==> src/verilog/clock_source_pkg.sv <==
// Purpose: constants, register map and state encoding of the clock source and prescaler
// Assumes: 125 MHz system clock; fuse inputs read 1 when programmed
// Notes:   source oscillators are modelled as enable pulses divided down from clk_i
package clock_source_pkg;

   // system clock
   localparam int          CLK_PERIOD_NS   = 8;

   // source select fuse codes
   localparam logic [3:0]  SRC_EXTERNAL    = 4'h0;
   localparam logic [3:0]  SRC_RC          = 4'h2;
   localparam logic [3:0]  SRC_LOW_FREQ    = 4'h3;

   // start-up time fuse codes
   localparam logic [1:0]  SUT_SHORT       = 2'h0;
   localparam logic [1:0]  SUT_FAST_RISE   = 2'h1;
   localparam logic [1:0]  SUT_SLOW_RISE   = 2'h2;

   // start-up clock counts
   localparam logic [15:0] WAKE_CK         = 16'h0006;
   localparam logic [15:0] RESET_CK        = 16'h000e;

   // oscillator models: dividers of clk_i
   localparam int          RC_DIV_DEFAULT  = 16;
   localparam int          LF_DIV_DEFAULT  = 977;
   localparam int          WDT_DIV_DEFAULT = 977;
   localparam int          WDT_PERIOD_NS   = WDT_DIV_DEFAULT * CLK_PERIOD_NS;

   // reset delays, in ns, and as watchdog ticks rounded up
   localparam int          T_4P1MS_NS      = 4100000;
   localparam int          T_65MS_NS       = 65000000;
   localparam int          T_4MS_NS        = 4000000;
   localparam int          T_64MS_NS       = 64000000;
   localparam int          WDT_4P1MS       = (T_4P1MS_NS + WDT_PERIOD_NS - 1) / WDT_PERIOD_NS;
   localparam int          WDT_65MS        = (T_65MS_NS + WDT_PERIOD_NS - 1) / WDT_PERIOD_NS;
   localparam int          WDT_4MS         = (T_4MS_NS + WDT_PERIOD_NS - 1) / WDT_PERIOD_NS;
   localparam int          WDT_64MS        = (T_64MS_NS + WDT_PERIOD_NS - 1) / WDT_PERIOD_NS;

   // divider change procedure
   localparam logic [2:0]  UNLOCK_CK       = 3'h4;
   localparam int          UNLOCK_BIT      = 7;
   localparam logic [3:0]  DIV_SEL_DIV1    = 4'h0;
   localparam logic [3:0]  DIV_SEL_DIV8    = 4'h3;
   localparam logic [3:0]  DIV_SEL_MAX     = 4'h8;

   // register indices and byte addresses
   localparam logic [9:0]  DIVIDER_IDX     = 10'h061;
   localparam logic [9:0]  TRIM_IDX        = 10'h062;
   localparam logic [9:0]  STATUS_IDX      = 10'h063;
   localparam logic [11:0] DIVIDER_ADDR    = {DIVIDER_IDX, 2'b00};
   localparam logic [11:0] TRIM_ADDR       = {TRIM_IDX, 2'b00};
   localparam logic [11:0] STATUS_ADDR     = {STATUS_IDX, 2'b00};

   // start-up sequencer, gray along reset -> run -> sleep -> wake
   typedef enum logic [2:0] {
      ST_RESET_CK = 3'b000,
      ST_RESET_MS = 3'b001,
      ST_RUN      = 3'b011,
      ST_SLEEP    = 3'b010,
      ST_WAKE     = 3'b110
   } boot_state_e;

   // low bits of the ripple counter that must be all ones for a divided tick
   function automatic logic [7:0] div_mask(input logic [3:0] sel);
      logic [8:0] m;
      m = (9'h001 << sel) - 9'h001;
      return m[7:0];
   endfunction

endpackage

==> src/verilog/clock_source_and_prescaler.sv <==
// Purpose: system clock source selection, start-up delays and glitch-free prescaler
// Assumes: one clock clk_i; all slower clocks are one-cycle enables
// Notes:   registers on classic wishbone; fuses are captured while rst_i is high
`timescale 1ns/1ps
module clock_source_and_prescaler
  import clock_source_pkg::*;
#(
   parameter int RC_DIV        = RC_DIV_DEFAULT,
   parameter int LF_DIV        = LF_DIV_DEFAULT,
   parameter int WDT_DIV       = WDT_DIV_DEFAULT,
   parameter int WDT_4P1MS_CNT = WDT_4P1MS,
   parameter int WDT_65MS_CNT  = WDT_65MS,
   parameter int WDT_4MS_CNT   = WDT_4MS,
   parameter int WDT_64MS_CNT  = WDT_64MS
) (
   // clock and reset
   input  wire logic        clk_i,
   input  wire logic        rst_i,
   // wishbone slave
   input  wire logic        cyc_i,
   input  wire logic        stb_i,
   input  wire logic        we_i,
   input  wire logic [11:0] adr_i,
   input  wire logic [3:0]  sel_i,
   input  wire logic [31:0] dat_i,
   output logic      [31:0] dat_o,
   output logic             ack_o,
   // fuses and factory calibration
   input  wire logic [3:0]  source_select_fuses_i,
   input  wire logic [1:0]  startup_time_fuses_i,
   input  wire logic        initial_divide_by_eight_fuse_i,
   input  wire logic        clock_output_fuse_i,
   input  wire logic [7:0]  factory_calibration_i,
   // pins
   input  wire logic        external_clock_input_pin_i,
   output logic             clock_output_pin_o,
   output logic             clock_output_pin_oe_o,
   // power management
   input  wire logic        sleep_i,
   // clock domain enables and status
   output logic             clk_cpu_en_o,
   output logic             clk_io_en_o,
   output logic             clk_adc_en_o,
   output logic             clk_flash_en_o,
   output logic             wdt_tick_o,
   output logic             core_reset_o,
   output logic      [7:0]  rc_trim_o
);
   import clock_source_pkg::*;

   logic [15:0] rc_cnt_q;
   logic [15:0] lf_cnt_q;
   logic [15:0] wdt_cnt_q;
   logic        rc_tick;
   logic        lf_tick;
   logic        wdt_tick;
   logic        ext_meta_q;
   logic        ext_sync_q;
   logic        ext_prev_q;
   logic        ext_tick;
   logic [3:0]  src_sel_q;
   logic [1:0]  sut_q;
   logic        clock_output_fuse_q;
   logic        src_tick;
   logic        src_run;
   logic [7:0]  div_cnt_q;
   logic [7:0]  mask;
   logic [3:0]  sel_active_q;
   logic [3:0]  sel_pend_q;
   logic        chg_pend_q;
   logic        div_tick;
   logic        switch_now;
   logic        unlock_q;
   logic [2:0]  unlock_cnt_q;
   logic [7:0]  rc_trim_q;
   boot_state_e state_q;
   logic [15:0] wait_q;
   logic [15:0] ms_target;
   logic        bus_req;
   logic        bus_wr;
   logic        div_wr;
   logic        unlock_wr;
   logic        select_wr;
   logic [31:0] rd_data;

   // internal oscillator models: rc near 8 mhz, low-frequency near 128 khz
   assign rc_tick  = (rc_cnt_q == 16'(RC_DIV - 1));
   assign lf_tick  = (lf_cnt_q == 16'(LF_DIV - 1));
   assign wdt_tick = (wdt_cnt_q == 16'(WDT_DIV - 1));

   always_ff @(posedge clk_i) begin
      if (rst_i || rc_tick) begin
         rc_cnt_q <= 16'h0000;
      end else begin
         rc_cnt_q <= rc_cnt_q + 16'h0001;
      end
   end

   always_ff @(posedge clk_i) begin
      if (rst_i || lf_tick) begin
         lf_cnt_q <= 16'h0000;
      end else begin
         lf_cnt_q <= lf_cnt_q + 16'h0001;
      end
   end

   // watchdog oscillator stays independent of the selected source
   always_ff @(posedge clk_i) begin
      if (rst_i || wdt_tick) begin
         wdt_cnt_q <= 16'h0000;
      end else begin
         wdt_cnt_q <= wdt_cnt_q + 16'h0001;
      end
   end

   // external clock pin: two-stage synchroniser, then rising edge
   always_ff @(posedge clk_i) begin
      if (rst_i) begin
         ext_meta_q <= 1'b0;
         ext_sync_q <= 1'b0;
         ext_prev_q <= 1'b0;
      end else begin
         ext_meta_q <= external_clock_input_pin_i;
         ext_sync_q <= ext_meta_q;
         ext_prev_q <= ext_sync_q;
      end
   end
   assign ext_tick = ext_sync_q & ~ext_prev_q;

   // fuses are sampled while reset is held and frozen afterwards
   always_ff @(posedge clk_i) begin
      if (rst_i) begin
         src_sel_q <= source_select_fuses_i;
         sut_q     <= startup_time_fuses_i;
         clock_output_fuse_q   <= clock_output_fuse_i;
      end
   end

   // source selection; reserved codes give no clock at all
   always_comb begin
      case (src_sel_q)
         SRC_RC:       src_tick = rc_tick;
         SRC_LOW_FREQ: src_tick = lf_tick;
         SRC_EXTERNAL: src_tick = ext_tick;
         default:      src_tick = 1'b0;
      endcase
   end
   assign src_run = src_tick & ~sleep_i;

   // ripple divider on the undivided source; only the select is visible
   assign mask       = div_mask(sel_active_q);
   assign div_tick   = src_run && ((div_cnt_q & mask) == mask);
   assign switch_now = div_tick & chg_pend_q;

   always_ff @(posedge clk_i) begin
      if (rst_i) begin
         div_cnt_q <= 8'h00;
      end else if (switch_now) begin
         div_cnt_q <= 8'h00;
      end else if (src_run) begin
         div_cnt_q <= div_cnt_q + 8'h01;
      end
   end

   // new select takes over only on a tick of the old rate, then counts a full new period
   always_ff @(posedge clk_i) begin
      if (rst_i) begin
         sel_active_q <= initial_divide_by_eight_fuse_i ? DIV_SEL_DIV8 : DIV_SEL_DIV1;
      end else if (switch_now) begin
         sel_active_q <= sel_pend_q;
      end
   end

   // wishbone decode
   assign bus_req   = cyc_i & stb_i & ~ack_o;
   assign bus_wr    = bus_req & we_i & sel_i[0];
   assign div_wr    = bus_wr & (adr_i == DIVIDER_ADDR);
   assign unlock_wr = div_wr & dat_i[UNLOCK_BIT] & (dat_i[6:0] == 7'h00);
   assign select_wr = div_wr & ~dat_i[UNLOCK_BIT];

   // unlock window counted in divided clock ticks
   always_ff @(posedge clk_i) begin
      if (rst_i) begin
         unlock_q     <= 1'b0;
         unlock_cnt_q <= 3'h0;
      end else if (unlock_wr && !unlock_q) begin
         unlock_q     <= 1'b1;
         unlock_cnt_q <= UNLOCK_CK;
      end else if (unlock_q && select_wr) begin
         unlock_q     <= 1'b0;
      end else if (unlock_q && div_tick) begin
         if (unlock_cnt_q == 3'h1) begin
            unlock_q <= 1'b0;
         end
         unlock_cnt_q <= unlock_cnt_q - 3'h1;
      end
   end

   // select register: written only inside the window; reserved codes are dropped
   always_ff @(posedge clk_i) begin
      if (rst_i) begin
         sel_pend_q <= initial_divide_by_eight_fuse_i ? DIV_SEL_DIV8 : DIV_SEL_DIV1;
         chg_pend_q <= 1'b0;
      end else if (unlock_q && select_wr && (dat_i[3:0] <= DIV_SEL_MAX)) begin
         sel_pend_q <= dat_i[3:0];
         chg_pend_q <= 1'b1;
      end else if (switch_now) begin
         chg_pend_q <= 1'b0;
      end
   end

   // rc trim register, loaded from the factory byte on reset
   always_ff @(posedge clk_i) begin
      if (rst_i) begin
         rc_trim_q <= factory_calibration_i;
      end else if (bus_wr && (adr_i == TRIM_ADDR)) begin
         rc_trim_q <= dat_i[7:0];
      end
   end

   // extra reset delay per source and start-up code; reserved code takes the longest
   always_comb begin
      case (sut_q)
         SUT_SHORT:     ms_target = 16'h0000;
         SUT_FAST_RISE: ms_target = (src_sel_q == SRC_LOW_FREQ) ? 16'(WDT_4MS_CNT) : 16'(WDT_4P1MS_CNT);
         SUT_SLOW_RISE: ms_target = (src_sel_q == SRC_LOW_FREQ) ? 16'(WDT_64MS_CNT) : 16'(WDT_65MS_CNT);
         default:       ms_target = (src_sel_q == SRC_LOW_FREQ) ? 16'(WDT_64MS_CNT) : 16'(WDT_65MS_CNT);
      endcase
   end

   // start-up sequencer: source clocks first, then watchdog-timed delay
   always_ff @(posedge clk_i) begin
      if (rst_i) begin
         state_q <= ST_RESET_CK;
         wait_q  <= 16'h0000;
      end else begin
         case (state_q)
            ST_RESET_CK: begin
               if (src_tick) begin
                  if (wait_q == RESET_CK - 16'h0001) begin
                     state_q <= (ms_target == 16'h0000) ? ST_RUN : ST_RESET_MS;
                     wait_q  <= 16'h0000;
                  end else begin
                     wait_q <= wait_q + 16'h0001;
                  end
               end
            end
            ST_RESET_MS: begin
               if (wdt_tick) begin
                  if (wait_q == ms_target - 16'h0001) begin
                     state_q <= ST_RUN;
                     wait_q  <= 16'h0000;
                  end else begin
                     wait_q <= wait_q + 16'h0001;
                  end
               end
            end
            ST_RUN: begin
               if (sleep_i) begin
                  state_q <= ST_SLEEP;
               end
            end
            ST_SLEEP: begin
               if (!sleep_i) begin
                  state_q <= ST_WAKE;
                  wait_q  <= 16'h0000;
               end
            end
            ST_WAKE: begin
               if (src_tick) begin
                  if (wait_q == WAKE_CK - 16'h0001) begin
                     state_q <= ST_RUN;
                     wait_q  <= 16'h0000;
                  end else begin
                     wait_q <= wait_q + 16'h0001;
                  end
               end
            end
            default: begin
               state_q <= ST_RESET_CK;
               wait_q  <= 16'h0000;
            end
         endcase
      end
   end

   // gated domain enables, all from the same divided tick
   always_ff @(posedge clk_i) begin
      if (rst_i) begin
         clk_cpu_en_o   <= 1'b0;
         clk_io_en_o    <= 1'b0;
         clk_adc_en_o   <= 1'b0;
         clk_flash_en_o <= 1'b0;
         core_reset_o   <= 1'b1;
      end else begin
         clk_cpu_en_o   <= div_tick & (state_q == ST_RUN);
         clk_io_en_o    <= div_tick & (state_q == ST_RUN);
         clk_adc_en_o   <= div_tick & (state_q == ST_RUN);
         clk_flash_en_o <= div_tick & (state_q == ST_RUN);
         core_reset_o   <= (state_q == ST_RESET_CK) || (state_q == ST_RESET_MS);
      end
   end

   // clock output pin: one high cycle per divided period, runs through the reset time-out
   always_ff @(posedge clk_i) begin
      if (rst_i) begin
         clock_output_pin_o    <= 1'b0;
         clock_output_pin_oe_o <= clock_output_fuse_i;
      end else begin
         clock_output_pin_o    <= clock_output_fuse_q & div_tick;
         clock_output_pin_oe_o <= clock_output_fuse_q;
      end
   end

   // watchdog tick and trim value out
   always_ff @(posedge clk_i) begin
      if (rst_i) begin
         wdt_tick_o <= 1'b0;
         rc_trim_o  <= 8'h00;
      end else begin
         wdt_tick_o <= wdt_tick;
         rc_trim_o  <= rc_trim_q;
      end
   end

   // read mux; unmapped addresses read zero
   always_comb begin
      rd_data = 32'h0000_0000;
      case (adr_i)
         DIVIDER_ADDR: rd_data[7:0] = {unlock_q, 3'h0, sel_pend_q};
         TRIM_ADDR:    rd_data[7:0] = rc_trim_q;
         STATUS_ADDR:  rd_data[7:0] = {chg_pend_q, (state_q == ST_RUN), sut_q, src_sel_q};
         default:      rd_data = 32'h0000_0000;
      endcase
   end

   // single-wait-state acknowledge for every address
   always_ff @(posedge clk_i) begin
      if (rst_i) begin
         ack_o <= 1'b0;
         dat_o <= 32'h0000_0000;
      end else begin
         ack_o <= bus_req;
         if (bus_req && !we_i) begin
            dat_o <= rd_data;
         end
      end
   end

endmodule

==> config.mk <==
export PLATFORM = sky130hd
export DESIGN_NAME = clock_source_and_prescaler
export DESIGN_NICKNAME = d
export VERILOG_FILES = /design/src/verilog/clock_source_pkg.sv /design/src/verilog/clock_source_and_prescaler.sv
export SDC_FILE = /design/constraint.sdc
export NUM_CORES = 1
export LEC_CHECK = 0
export ABC_AREA = 1
export ABC_CLOCK_PERIOD_IN_PS = 2700
export BUFFER_PORTS_ARGS = -buffer_cell sky130_fd_sc_hd__clkbuf_2
export CAP_MARGIN = 20
export CORE_UTILIZATION = 45
export CTS_BUF_LIST = sky130_fd_sc_hd__clkbuf_2 sky130_fd_sc_hd__clkbuf_4 sky130_fd_sc_hd__clkbuf_8
export DETAILED_ROUTE_END_ITERATION = 6
export PLACE_DENSITY = 0.78
export SYNTH_ARGS = -nofsm -noshare
export SYNTH_HDL_FRONTEND = slang
export SYNTH_SLANG_ARGS = --single-unit
export TNS_END_PERCENT = 100
==> constraint.sdc <==
create_clock -name clk_i -period 2.7 [get_ports clk_i]
set_input_delay 0.27 -clock clk_i [delete_from_list [all_inputs] [get_ports clk_i]]
set_output_delay 0.27 -clock clk_i [all_outputs]
set_load 0.05 [all_outputs]
==> out/metrics.csv, run 1 <==
stage,metric,value,unit
drt,firstDrtPassIters,5,
timing,grt_setup_unrepaired,no,
floorplanning,die_x,126,microns
synthesis,synth_flop_cell,dfxtp_1,
power,p_leak,0.00329,uW
timing,setup_viol,0,
critical_path,cp_max_fo,8,
synthesis,syn_area_per_cell,7.20,sq um
timing,fmax,0.406,GHz
timing,slew_violations,0,
floorplanning,die_h,126,microns
final_layout,fin_area,7700,sq um
final_layout,drive_above_1_share,17.0,%
timing,whs,0.0382,ns
timing,relSlewSlack,54.4,%
synthesis,synth_area_leaders,"dfxtp_1 (30%), nand2_1 (12%), edfxtp_1 (10%), nor2_1 (7.1%), inv_1 (6.7%)",
global_route,track_usage,19.5,%
clocking,cts.repair.resized,0,
floorplanning,start_util,46.7,%
synthesis,yosys_warnings,0,
clocking,postCtsSetupBuffers,0,
drt,route.met3.wl,971,microns
synthesis,yosys.area_share.simple,35.0,%
final_layout,num-nets-final,1119,
drt,wl_met2,6840,microns
timing,worstMarginPinSlew,0.684,ns
status,status,"complete, no violations",
clocking,clock-sinks,127,
place,port_buffers,68,
synthesis,synth-compound-area-share,9.21,%
drt,vias_per_cell,5.04,
critical_path,cp-endpoint,wait_q[9],
power,vdd_ir_drop_max,0.316,mV
critical_path,reg2regPathDepth,17,
critical_path,path_cells,"inv_1, nand2_1, nor2_2, nand2_1, nand2_1, inv_1, ha_1, xnor2_1, nand2_1, nor2_2, nand2_1, nor2_2, nand3_2, nand2_4, nand3_2, nand2_2, a21oi_2",
synthesis,synthAdderAreaFrac,2.18,%
clocking,cts_max_level,4,
critical_path,reg2reg_slack,0.24,ns
timing,tns,0,ns
global_route,grt.overflow.total,0,
synthesis,synth_seq_cells,127,
place,hpwl,11100,microns
drt,wl_per_cell,12.2,microns
final_layout,fin_util,52.2,%
clocking,cts_buffers,17,
critical_path,reg2reg_to,wait_q[9],
critical_path,path_class,register to register,
drt,ant_nets,0,
final_layout,areaGrowthSynthToFinish,11.8,%
synthesis,synthMuxAreaShare,0,%
timing,skew,0.0113,ns
synthesis,synth_top_area_share,30.2,%
floorplanning,top_level_ports,120,
critical_path,cpMostUsedCell,nand2_1,
drt,routed_wl,15100,microns
synthesis,syn-cell-area,6890,sq um
clocking,cts_tree,built,
critical_path,crit_start,src_sel_q[2],
timing,finalCritPeriodShare,91.2,%
synthesis,synth_edf_count,23,
critical_path,startpoint_type,register,
clocking,clk_pin_slew,0.07,ns
timing,hold_viol,0,
global_route,antenna_found_initial,2,
clocking,clock-root-buffer,clkbuf_8,
synthesis,synth-seq-area-share,40.3,%
synthesis,synth_top_family_by_area,simple AND/OR/NAND/NOR gates,
synthesis,netlist_instances,957,
critical_path,crit_path_top_delay_cell,edfxtp_1,
drt,routedLengthMet1,6960,microns
critical_path,arrival,2.77,ns
drt,dr.first_iter.drc_count,515,
floorplanning,row_count,44,
clocking,clk_path_buf_depth,2,
synthesis,synthXorXnorAreaFrac,2.16,%
min_path,hp-class,input port to register,
power,p_per_area,492,nW/um^2
critical_path,cp-end-kind,register,
global_route,grt_max_degree,60,
drt,drc_errors,0,
critical_path,regToRegStartpoint,src_sel_q[2],
drt,dr_total_vias,6204,
critical_path,cp.required,3.01,ns
floorplanning,dieArea,15800,sq um
clocking,clock_latency,0.44,ns
job,max_cap_viol_count,0,
critical_path,slowest_delay,0.39,ns
global_route,grt_first_pass_wirelength,24700,microns
drt,dr.max_layer_used,met4,
place,gp_congestion,0.881,
synthesis,synth_cell_types,47,
power,power,3790,uW
global_route,grt_pass1_vias,5518,
place,placed_cell_area,7290,sq um
floorplanning,coreArea,14800,sq um
timing,min_period,2.46,ns
synthesis,ys_async_sr_fraction,0,%
synthesis,synth_top_cell_by_area,dfxtp_1,
-- power by group --
part / internal (uW) / total (uW) / switching [uW]
registers: 1990 / 2020 / 33.1
logic: 94.4 / 362 / 267
clock network: 734 / 1400 / 670
total: 2810 / 3790 / 970
-- placed cells by master, fill, tap and decap left out, drive strengths merged, types with 2 or more instances in the layout --
| master | netlist | final |
|---|---|---|
| nor4 | 7 | 7 |
| dlygate4sd3 | 0 | 6 |
| a31oi | 2 | 2 |
| xnor2 | 6 | 6 |
| nand3 | 55 | 56 |
| nand2 | 237 | 237 |
| o221ai | 5 | 5 |
| o22ai | 3 | 3 |
| o21ai | 30 | 30 |
| diode | 0 | 2 |
| clkinv | 1 | 4 |
| clkbuf | 9 | 94 |
| a21oi | 63 | 63 |
| o211ai | 3 | 3 |
| buf | 33 | 4 |
| or2 | 10 | 10 |
| nor2 | 150 | 150 |
| conb | 1 | 24 |
| inv | 129 | 129 |
| nand4 | 22 | 22 |
| nor3b | 13 | 13 |
| edfxtp | 23 | 23 |
| ha | 12 | 12 |
| dfxtp | 104 | 104 |
| nor3 | 22 | 22 |
| xor2 | 11 | 11 |
-- what timing repair did --
item	4_1_cts	5_1_grt
endpoints found under the setup margin	0	1
hold buffers	6	0
hold endpoints to repair	6	0
-- sequential cells by signal, indices dropped and copies added (netlist names), 2 cells and up --
name	cells
src_sel_q	4
unlock_cnt_q	3
sut_q	2
wdt_cnt_q	16
sel_active_q	4
wait_q	16
rc_trim_q	8
state_q	3
lf_cnt_q	16
rc_trim_o	8
dat_o	8
sel_pend_q	4
rc_cnt_q	16
div_cnt_q	8
-- layout make-up --
type,instances,area [sq um]
diodes,2,5.00
clock buffers,26,314
clock inverters,3,15.0
fillers,1412,7060
inverters,130,488
multi-input cells,682,3440
flip-flops and latches,127,2770
well taps,184,230
repair buffers,78,430
-- cell families (layout without fill, tap and decap cells) --
kind of cell    after synthesis  after routing
fa+ha+maj                    12             12
other cells                   1             26
buf+inv                     172            237
flops                       127            127
xor+xnor                     17             17
simple gates                519            520
compound gates              109            109
-- synthesized netlist by cell type, drive strengths merged, types with 2 or more instances --
cell type	instances
a21oi	63
edfxtp	23
buf	33
ha	12
clkbuf	9
nand3	55
o211ai	3
xor2	11
inv	129
nor3b	13
o221ai	5
o22ai	3
o21ai	30
a31oi	2
xnor2	6
or2	10
nor2	150
nand2	237
dfxtp	104
nor3	22
nand4	22
nor4	7
-- worst max-delay path, delay by kind of cell (launching register included) --
kind	cells	cell delay (ns)
and+or+nand+nor	12	1.34
buffers and inverters	2	0.13
AOI/OAI and AO/OA	1	0.05
adders and majority gates	1	0.29
DFF	1	0.39
xor gates and xnor gates	1	0.15
-- per-stage QoR --
stage,setup slack (ns),std cells
after floorplan,0.511,980
after global placement,0.297,1194
after global routing,0.00456,1232
final,0.237,1232
after CTS,0.231,1229
after detailed placement,0.248,1194
-- metal layers --
metal	GRT usage, %	up-vias
met1	24.4	2812
met5	0	-
met4	8.18	0
li1	-	3187
met3	5.52	27
met2	31.5	178
-- worst min path at each step --
stage / slack, ns / to / cells after the start / startpoint
2_1_floorplan: 0.37 / clock_output_pin_oe_o / 0 / clock_output_fuse_i
3_3_place_gp: 0.42 / ext_prev_q / 2 / ext_sync_q
3_5_place_dp: 0.42 / ext_sync_q / 2 / ext_meta_q
4_1_cts: 0.01 / src_sel_q[3] / 1 / source_select_fuses_i[3]
5_1_grt: 0.01 / src_sel_q[3] / 1 / source_select_fuses_i[3]
6_report: 0.04 / src_sel_q[3] / 1 / source_select_fuses_i[3]
Note: power is estimated with default switching activity, not from simulation.
==> run 2, diff against run 1 <==
--- a/config.mk
+++ b/config.mk
@@ -6,7 +6,7 @@
 export NUM_CORES = 1
 export LEC_CHECK = 0
 export ABC_AREA = 1
-export ABC_CLOCK_PERIOD_IN_PS = 2700
+export ABC_CLOCK_PERIOD_IN_PS = 2660
 export BUFFER_PORTS_ARGS = -buffer_cell sky130_fd_sc_hd__clkbuf_2
 export CAP_MARGIN = 20
 export CORE_UTILIZATION = 45
==> constraint.sdc (replaced) <==
create_clock -name clk_i -period 2.66 [get_ports clk_i]
set_input_delay 0.266 -clock clk_i [delete_from_list [all_inputs] [get_ports clk_i]]
set_output_delay 0.266 -clock clk_i [all_outputs]
set_load 0.05 [all_outputs]
==> run 2 against run 1 <==
Clock power is 16% higher. Utilization is 0.55 points higher. Non-clock buffer count is 4 higher. Design area is 1.1% higher.
==> out/metrics.csv, run 2 (synthesized netlist as in run 1, its figures left out) <==
stage,metric,value,unit
status,status,"complete, no violations",
clocking,clock-root-buffer,clkbuf_8,
power,p_per_area,520,nW/um^2
global_route,grt_max_degree,43,
critical_path,crit_start,src_sel_q[2],
final_layout,drive_above_1_share,17.1,%
global_route,grt_pass1_vias,5579,
timing,slew_violations,0,
global_route,grt_first_pass_wirelength,25600,microns
drt,vias_per_cell,4.99,
timing,hold_viol,0,
power,power,4040,uW
drt,dr_total_vias,6168,
job,max_cap_viol_count,0,
final_layout,mostFrequentLayoutCells,"nand2_1 (220), nor2_1 (131), inv_1 (123), dfxtp_1 (104), clkbuf_2 (68)",
clocking,cts.repair.resized,0,
final_layout,areaGrowthSynthToFinish,13.0,%
timing,whs,0.0958,ns
drt,ant_nets,0,
floorplanning,start_util,46.7,%
place,place_ws,0.202,ns
timing,grt_setup_unrepaired,no,
global_route,grt.overflow.total,0,
clocking,postCtsSetupBuffers,0,
clocking,clock-sinks,127,
drt,routed_wl,15200,microns
clocking,clk_path_buf_depth,2,
drt,drc_errors,0,
timing,fmax,0.408,GHz
min_path,whs_path_depth,3,
critical_path,reg2reg_to,wait_q[1],
final_layout,num-nets-final,1122,
min_path,hp-class,input port to register,
critical_path,cp-end-kind,register,
clocking,cts_hold_buf,8,
timing,setup_viol,0,
floorplanning,dieArea,15800,sq um
critical_path,reg2reg_slack,0.21,ns
floorplanning,die_x,126,microns
timing,min_period,2.45,ns
timing,tns,0,ns
timing,relSlewSlack,64.0,%
drt,dr.first_iter.drc_count,459,
final_layout,nFillCells,1414,
place,placed_cell_area,7310,sq um
global_route,antenna_found_initial,3,
critical_path,cp_max_fo,16,
clocking,cts_max_level,4,
timing,skew,0.00712,ns
final_layout,fin_area,7780,sq um
drt,wl_per_cell,12.3,microns
timing,setup_ws,0.210,ns
final_layout,layout_commonest_cell,nand2_1,
floorplanning,die_h,126,microns
clocking,clock_latency,0.46,ns
timing,worstMarginPinSlew,0.539,ns
power,vdd_ir_drop_max,0.349,mV
place,port_buffers,68,
min_path,worstHoldEndpoint,rc_trim_q[0],
clocking,cts_buffers,17,
critical_path,path_class,register to register,
clocking,clk_pin_slew,0.07,ns
place,hpwl,11300,microns
power,p_leak,0.00333,uW
critical_path,reg2regPathDepth,17,
place,gp_congestion,0.928,
drt,firstDrtPassIters,6,
floorplanning,top_level_ports,120,
global_route,track_usage,20.3,%
timing,finalCritPeriodShare,92.1,%
floorplanning,row_count,44,
min_path,min-delay-start,factory_calibration_i[0],
critical_path,arrival,2.80,ns
critical_path,cp.required,3.01,ns
clocking,cts_tree,built,
floorplanning,coreArea,14800,sq um
critical_path,startpoint_type,register,
critical_path,regToRegStartpoint,src_sel_q[2],
==> run 2: metrics by stage <==
stage	utilization, %	instances
after floorplan	-	980
after global placement	49.5	1196
after detailed placement	49.5	1196
after CTS	52.7	1234
after global routing	52.7	1236
final	52.7	1236
==> run 2: critical path: stages, from the launching register on <==
cell and delay, ns:
edfxtp_1 0.38, inv_1 0.09, nand2_1 0.09, nor2_2 0.15, nand2_1 0.11, nand2_1 0.07
inv_1 0.04, ha_1 0.30, xnor2_1 0.13, nand2_1 0.07, nor2_2 0.10, nand2_1 0.06
nor2_2 0.09, nand3_2 0.10, nand2_4 0.10, nand3_4 0.23, nand2_1 0.17, a21oi_1 0.07
==> run 2: layout make-up <==
class,count,area [sq um],share of cell area (%)
Tap cell,184,230,2.96
Clock buffer,25,332,4.26
Sequential cell,127,2770,35.6
Clock inverter,5,53.8,0.692
Inverter,130,488,6.27
Timing Repair Buffer,82,465,5.98
Multi-Input combinational cell,681,3430,44.1
Antenna cell,2,5.00,0.0643
==> run 2: layer usage <==
metal,up-vias,part of all wire (%),wire length (microns),track usage [%]
met2,171,45,6860,32.1
met3,33,6.6,998,5.44
met5,-,0.066,10,0
met1,2776,46,6920,25.9
met4,2,2.5,383,9.04
li1,3186,-,-,-
==> run 2: worst max-delay path by stage <==
stage,endpoint,slack (ns)
after floorplan,wait_q[13],0.47
after global placement,wait_q[13],0.27
after detailed placement,wait_q[1],0.20
after CTS,wait_q[1],0.20
after global routing,wait_q[1],0.005
final,wait_q[1],0.21
==> run 2: report_power, final <==
group          total, uW  switching, uW  internal, uW
clock               1620            729           895
combinational        374            274          99.9
sequential          2050           31.5          2020
==> run 3, diff against run 2 <==
--- a/config.mk
+++ b/config.mk
@@ -9,10 +9,12 @@
 export ABC_CLOCK_PERIOD_IN_PS = 2660
 export BUFFER_PORTS_ARGS = -buffer_cell sky130_fd_sc_hd__clkbuf_2
 export CAP_MARGIN = 20
-export CORE_UTILIZATION = 45
+export CELL_PAD_IN_SITES_DETAIL_PLACEMENT = 0
+export CELL_PAD_IN_SITES_GLOBAL_PLACEMENT = 1
+export CORE_UTILIZATION = 42
 export CTS_BUF_LIST = sky130_fd_sc_hd__clkbuf_2 sky130_fd_sc_hd__clkbuf_4 sky130_fd_sc_hd__clkbuf_8
 export DETAILED_ROUTE_END_ITERATION = 6
-export PLACE_DENSITY = 0.78
+export PLACE_DENSITY = 0.95
 export SYNTH_ARGS = -nofsm -noshare
 export SYNTH_HDL_FRONTEND = slang
 export SYNTH_SLANG_ARGS = --single-unit
==> run 3 against run 2 <==
Clock skew grew 0.011 ns. Critical path depth did not move. Global-route usage decreased by 2.2 points. Via count decreased by 3.2%. Largest cell class unchanged. Highest routed layer is now met4.
==> out/metrics.csv, run 3 (synthesized netlist as in run 1, its figures left out) <==
stage,metric,value,unit
critical_path,cp-end-kind,register,
status,status,"complete, no violations",
floorplanning,start_util,43.2,%
critical_path,cp.buffers_inverters,2,
clocking,clock-root-buffer,clkbuf_8,
timing,slew_violations,0,
drt,drc_errors,0,
drt,dr.max_layer_used,met4,
power,vdd_ir_drop_max,0.394,mV
drt,dr_total_vias,5973,
place,gp_congestion,0.844,
critical_path,reg2reg_slack,0.26,ns
timing,tns,0,ns
floorplanning,die_x,130,microns
place,hpwl,10900,microns
critical_path,slowest_delay,0.38,ns
final_layout,layout_commonest_cell,nand2_1,
final_layout,mostFrequentLayoutCells,"nand2_1 (220), nor2_1 (131), inv_1 (123), dfxtp_1 (104), clkbuf_2 (68)",
power,p_sw_share,26.3,%
drt,routed_wl,14400,microns
min_path,hp-class,input port to register,
power,seqPwrFrac,47.9,%
global_route,track_usage,18.0,%
power,p_comb_share,8.5,%
final_layout,drive_above_1_share,17.3,%
clocking,clk_path_buf_depth,2,
critical_path,path_class,register to register,
critical_path,arrival,2.71,ns
timing,worstMarginPinSlew,0.578,ns
critical_path,cp_max_fo,16,
floorplanning,die_h,130,microns
drt,vias_per_cell,4.73,
timing,min_period,2.40,ns
global_route,grt_first_pass_wirelength,24000,microns
drt,wl_met2,6430,microns
clocking,postCtsSetupBuffers,0,
drt,wl_per_cell,11.4,microns
critical_path,crit_family,simple AND/OR/NAND/NOR gates,
clocking,clk_pin_slew,0.07,ns
global_route,grt_max_degree,52,
power,p_leak,0.00332,uW
final_layout,num-nets-final,1116,
clocking,cts_max_level,4,
critical_path,path_cells,"inv_1, nand2_1, nor2_2, nand2_1, nand2_1, inv_1, ha_1, xnor2_1, nand2_1, nor2_2, nand2_1, nor2_2, nand3_2, nand2_4, nand3_4, nand2_2, a21oi_2",
final_layout,areaGrowthSynthToFinish,13.5,%
drt,ant_nets,0,
floorplanning,row_count,46,
final_layout,antenna_cells,0,
floorplanning,dieArea,16900,sq um
clocking,cts.repair.resized,0,
drt,firstDrtPassIters,5,
drt,route.met3.wl,822,microns
timing,fmax,0.417,GHz
global_route,grt.overflow.total,0,
clocking,clock-sinks,127,
critical_path,cp.required,2.97,ns
timing,setup_viol,0,
place,placed_cells,1227,
critical_path,crit_path_top_delay_cell,edfxtp_1,
final_layout,stdcell_count,1262,
floorplanning,top_level_ports,120,
clocking,cts_tree,built,
clocking,cts_buffers,17,
clocking,cts_hold_buf,3,
timing,hold_viol,0,
timing,relSlewSlack,61.5,%
timing,finalCritPeriodShare,90.2,%
timing,grt_setup_unrepaired,no,
power,power.internal,3140,uW
drt,dr.first_iter.drc_count,400,
timing,skew,0.0183,ns
clocking,clock_latency,0.46,ns
power,pwr-share-clk,43.6,%
timing,whs,0.0307,ns
power,p_sw,1120,uW
critical_path,cpMostUsedCell,nand2_1,
place,port_buffers,68,
critical_path,startpoint_type,register,
final_layout,nFillCells,1603,
job,max_cap_viol_count,0,
global_route,antenna_found_initial,0,
power,p_per_area,545,nW/um^2
global_route,grt_pass1_vias,5223,
floorplanning,coreArea,15900,sq um
drt,routedLengthMet1,6930,microns
-- run 3: cell types whose count changed in the layout (fill, tap and decap cells not counted), sizes merged, moves of 2 or more --
| cell | before | now |
|---|---|---|
| bufinv | 1 | 4 |
| clkbuf | 93 | 85 |
| clkinv | 3 | 5 |
| clkinvlp | 1 | 3 |
| diode | 2 | 0 |
| dlygate4sd3 | 8 | 3 |
| inv | 130 | 133 |
-- run 3: layout make-up --
cell class | count | area (sq um) | area share (%)
Multi-Input combinational cell | 681 | 3430 | 43.9
Clock buffer | 17 | 234 | 2.99
Inverter | 130 | 488 | 6.24
Clock inverter | 15 | 209 | 2.67
Sequential cell | 127 | 2770 | 35.5
Tap cell | 216 | 270 | 3.46
Timing Repair Buffer | 76 | 408 | 5.22
-- run 3: final timing paths --
kind,cells past startpoint,end,from
max,17,wait_q[8],src_sel_q[3]
min,1,sut_q[1],startup_time_fuses_i[1]
max reg2reg,17,wait_q[8],src_sel_q[3]
min reg2reg,2,ext_sync_q,ext_meta_q
-- run 3: through the flow --
step | utilization, % | area (sq um) | setup WS [ns] | total power, uW
finish | 49.0 | 7820 | 0.260 | 4260
global route | 49.0 | 7820 | 0.0560 | 4440
CTS | 49.0 | 7820 | 0.232 | 4310
detailed placement | 46.1 | 7340 | 0.246 | 2450
global placement | 46.1 | 7340 | 0.283 | 2440
floorplan | - | 6970 | 0.471 | 2380
-- run 3: power groups by stage --
stage | clock network (uW) | logic, uW | registers (uW)
floorplan | 0 | 257 | 2120
global placement | 0 | 356 | 2090
detailed placement | 0 | 359 | 2090
CTS | 1900 | 364 | 2040
global route | 1990 | 404 | 2050
finish | 1860 | 362 | 2040
-- run 3: routing by layer --
metal / GRT usage, % / vias up
met5: 0 / -
met4: 6.22 / 0
met3: 4.76 / 23
met2: 28.8 / 151
met1: 23.5 / 2625
li1: - / 3174
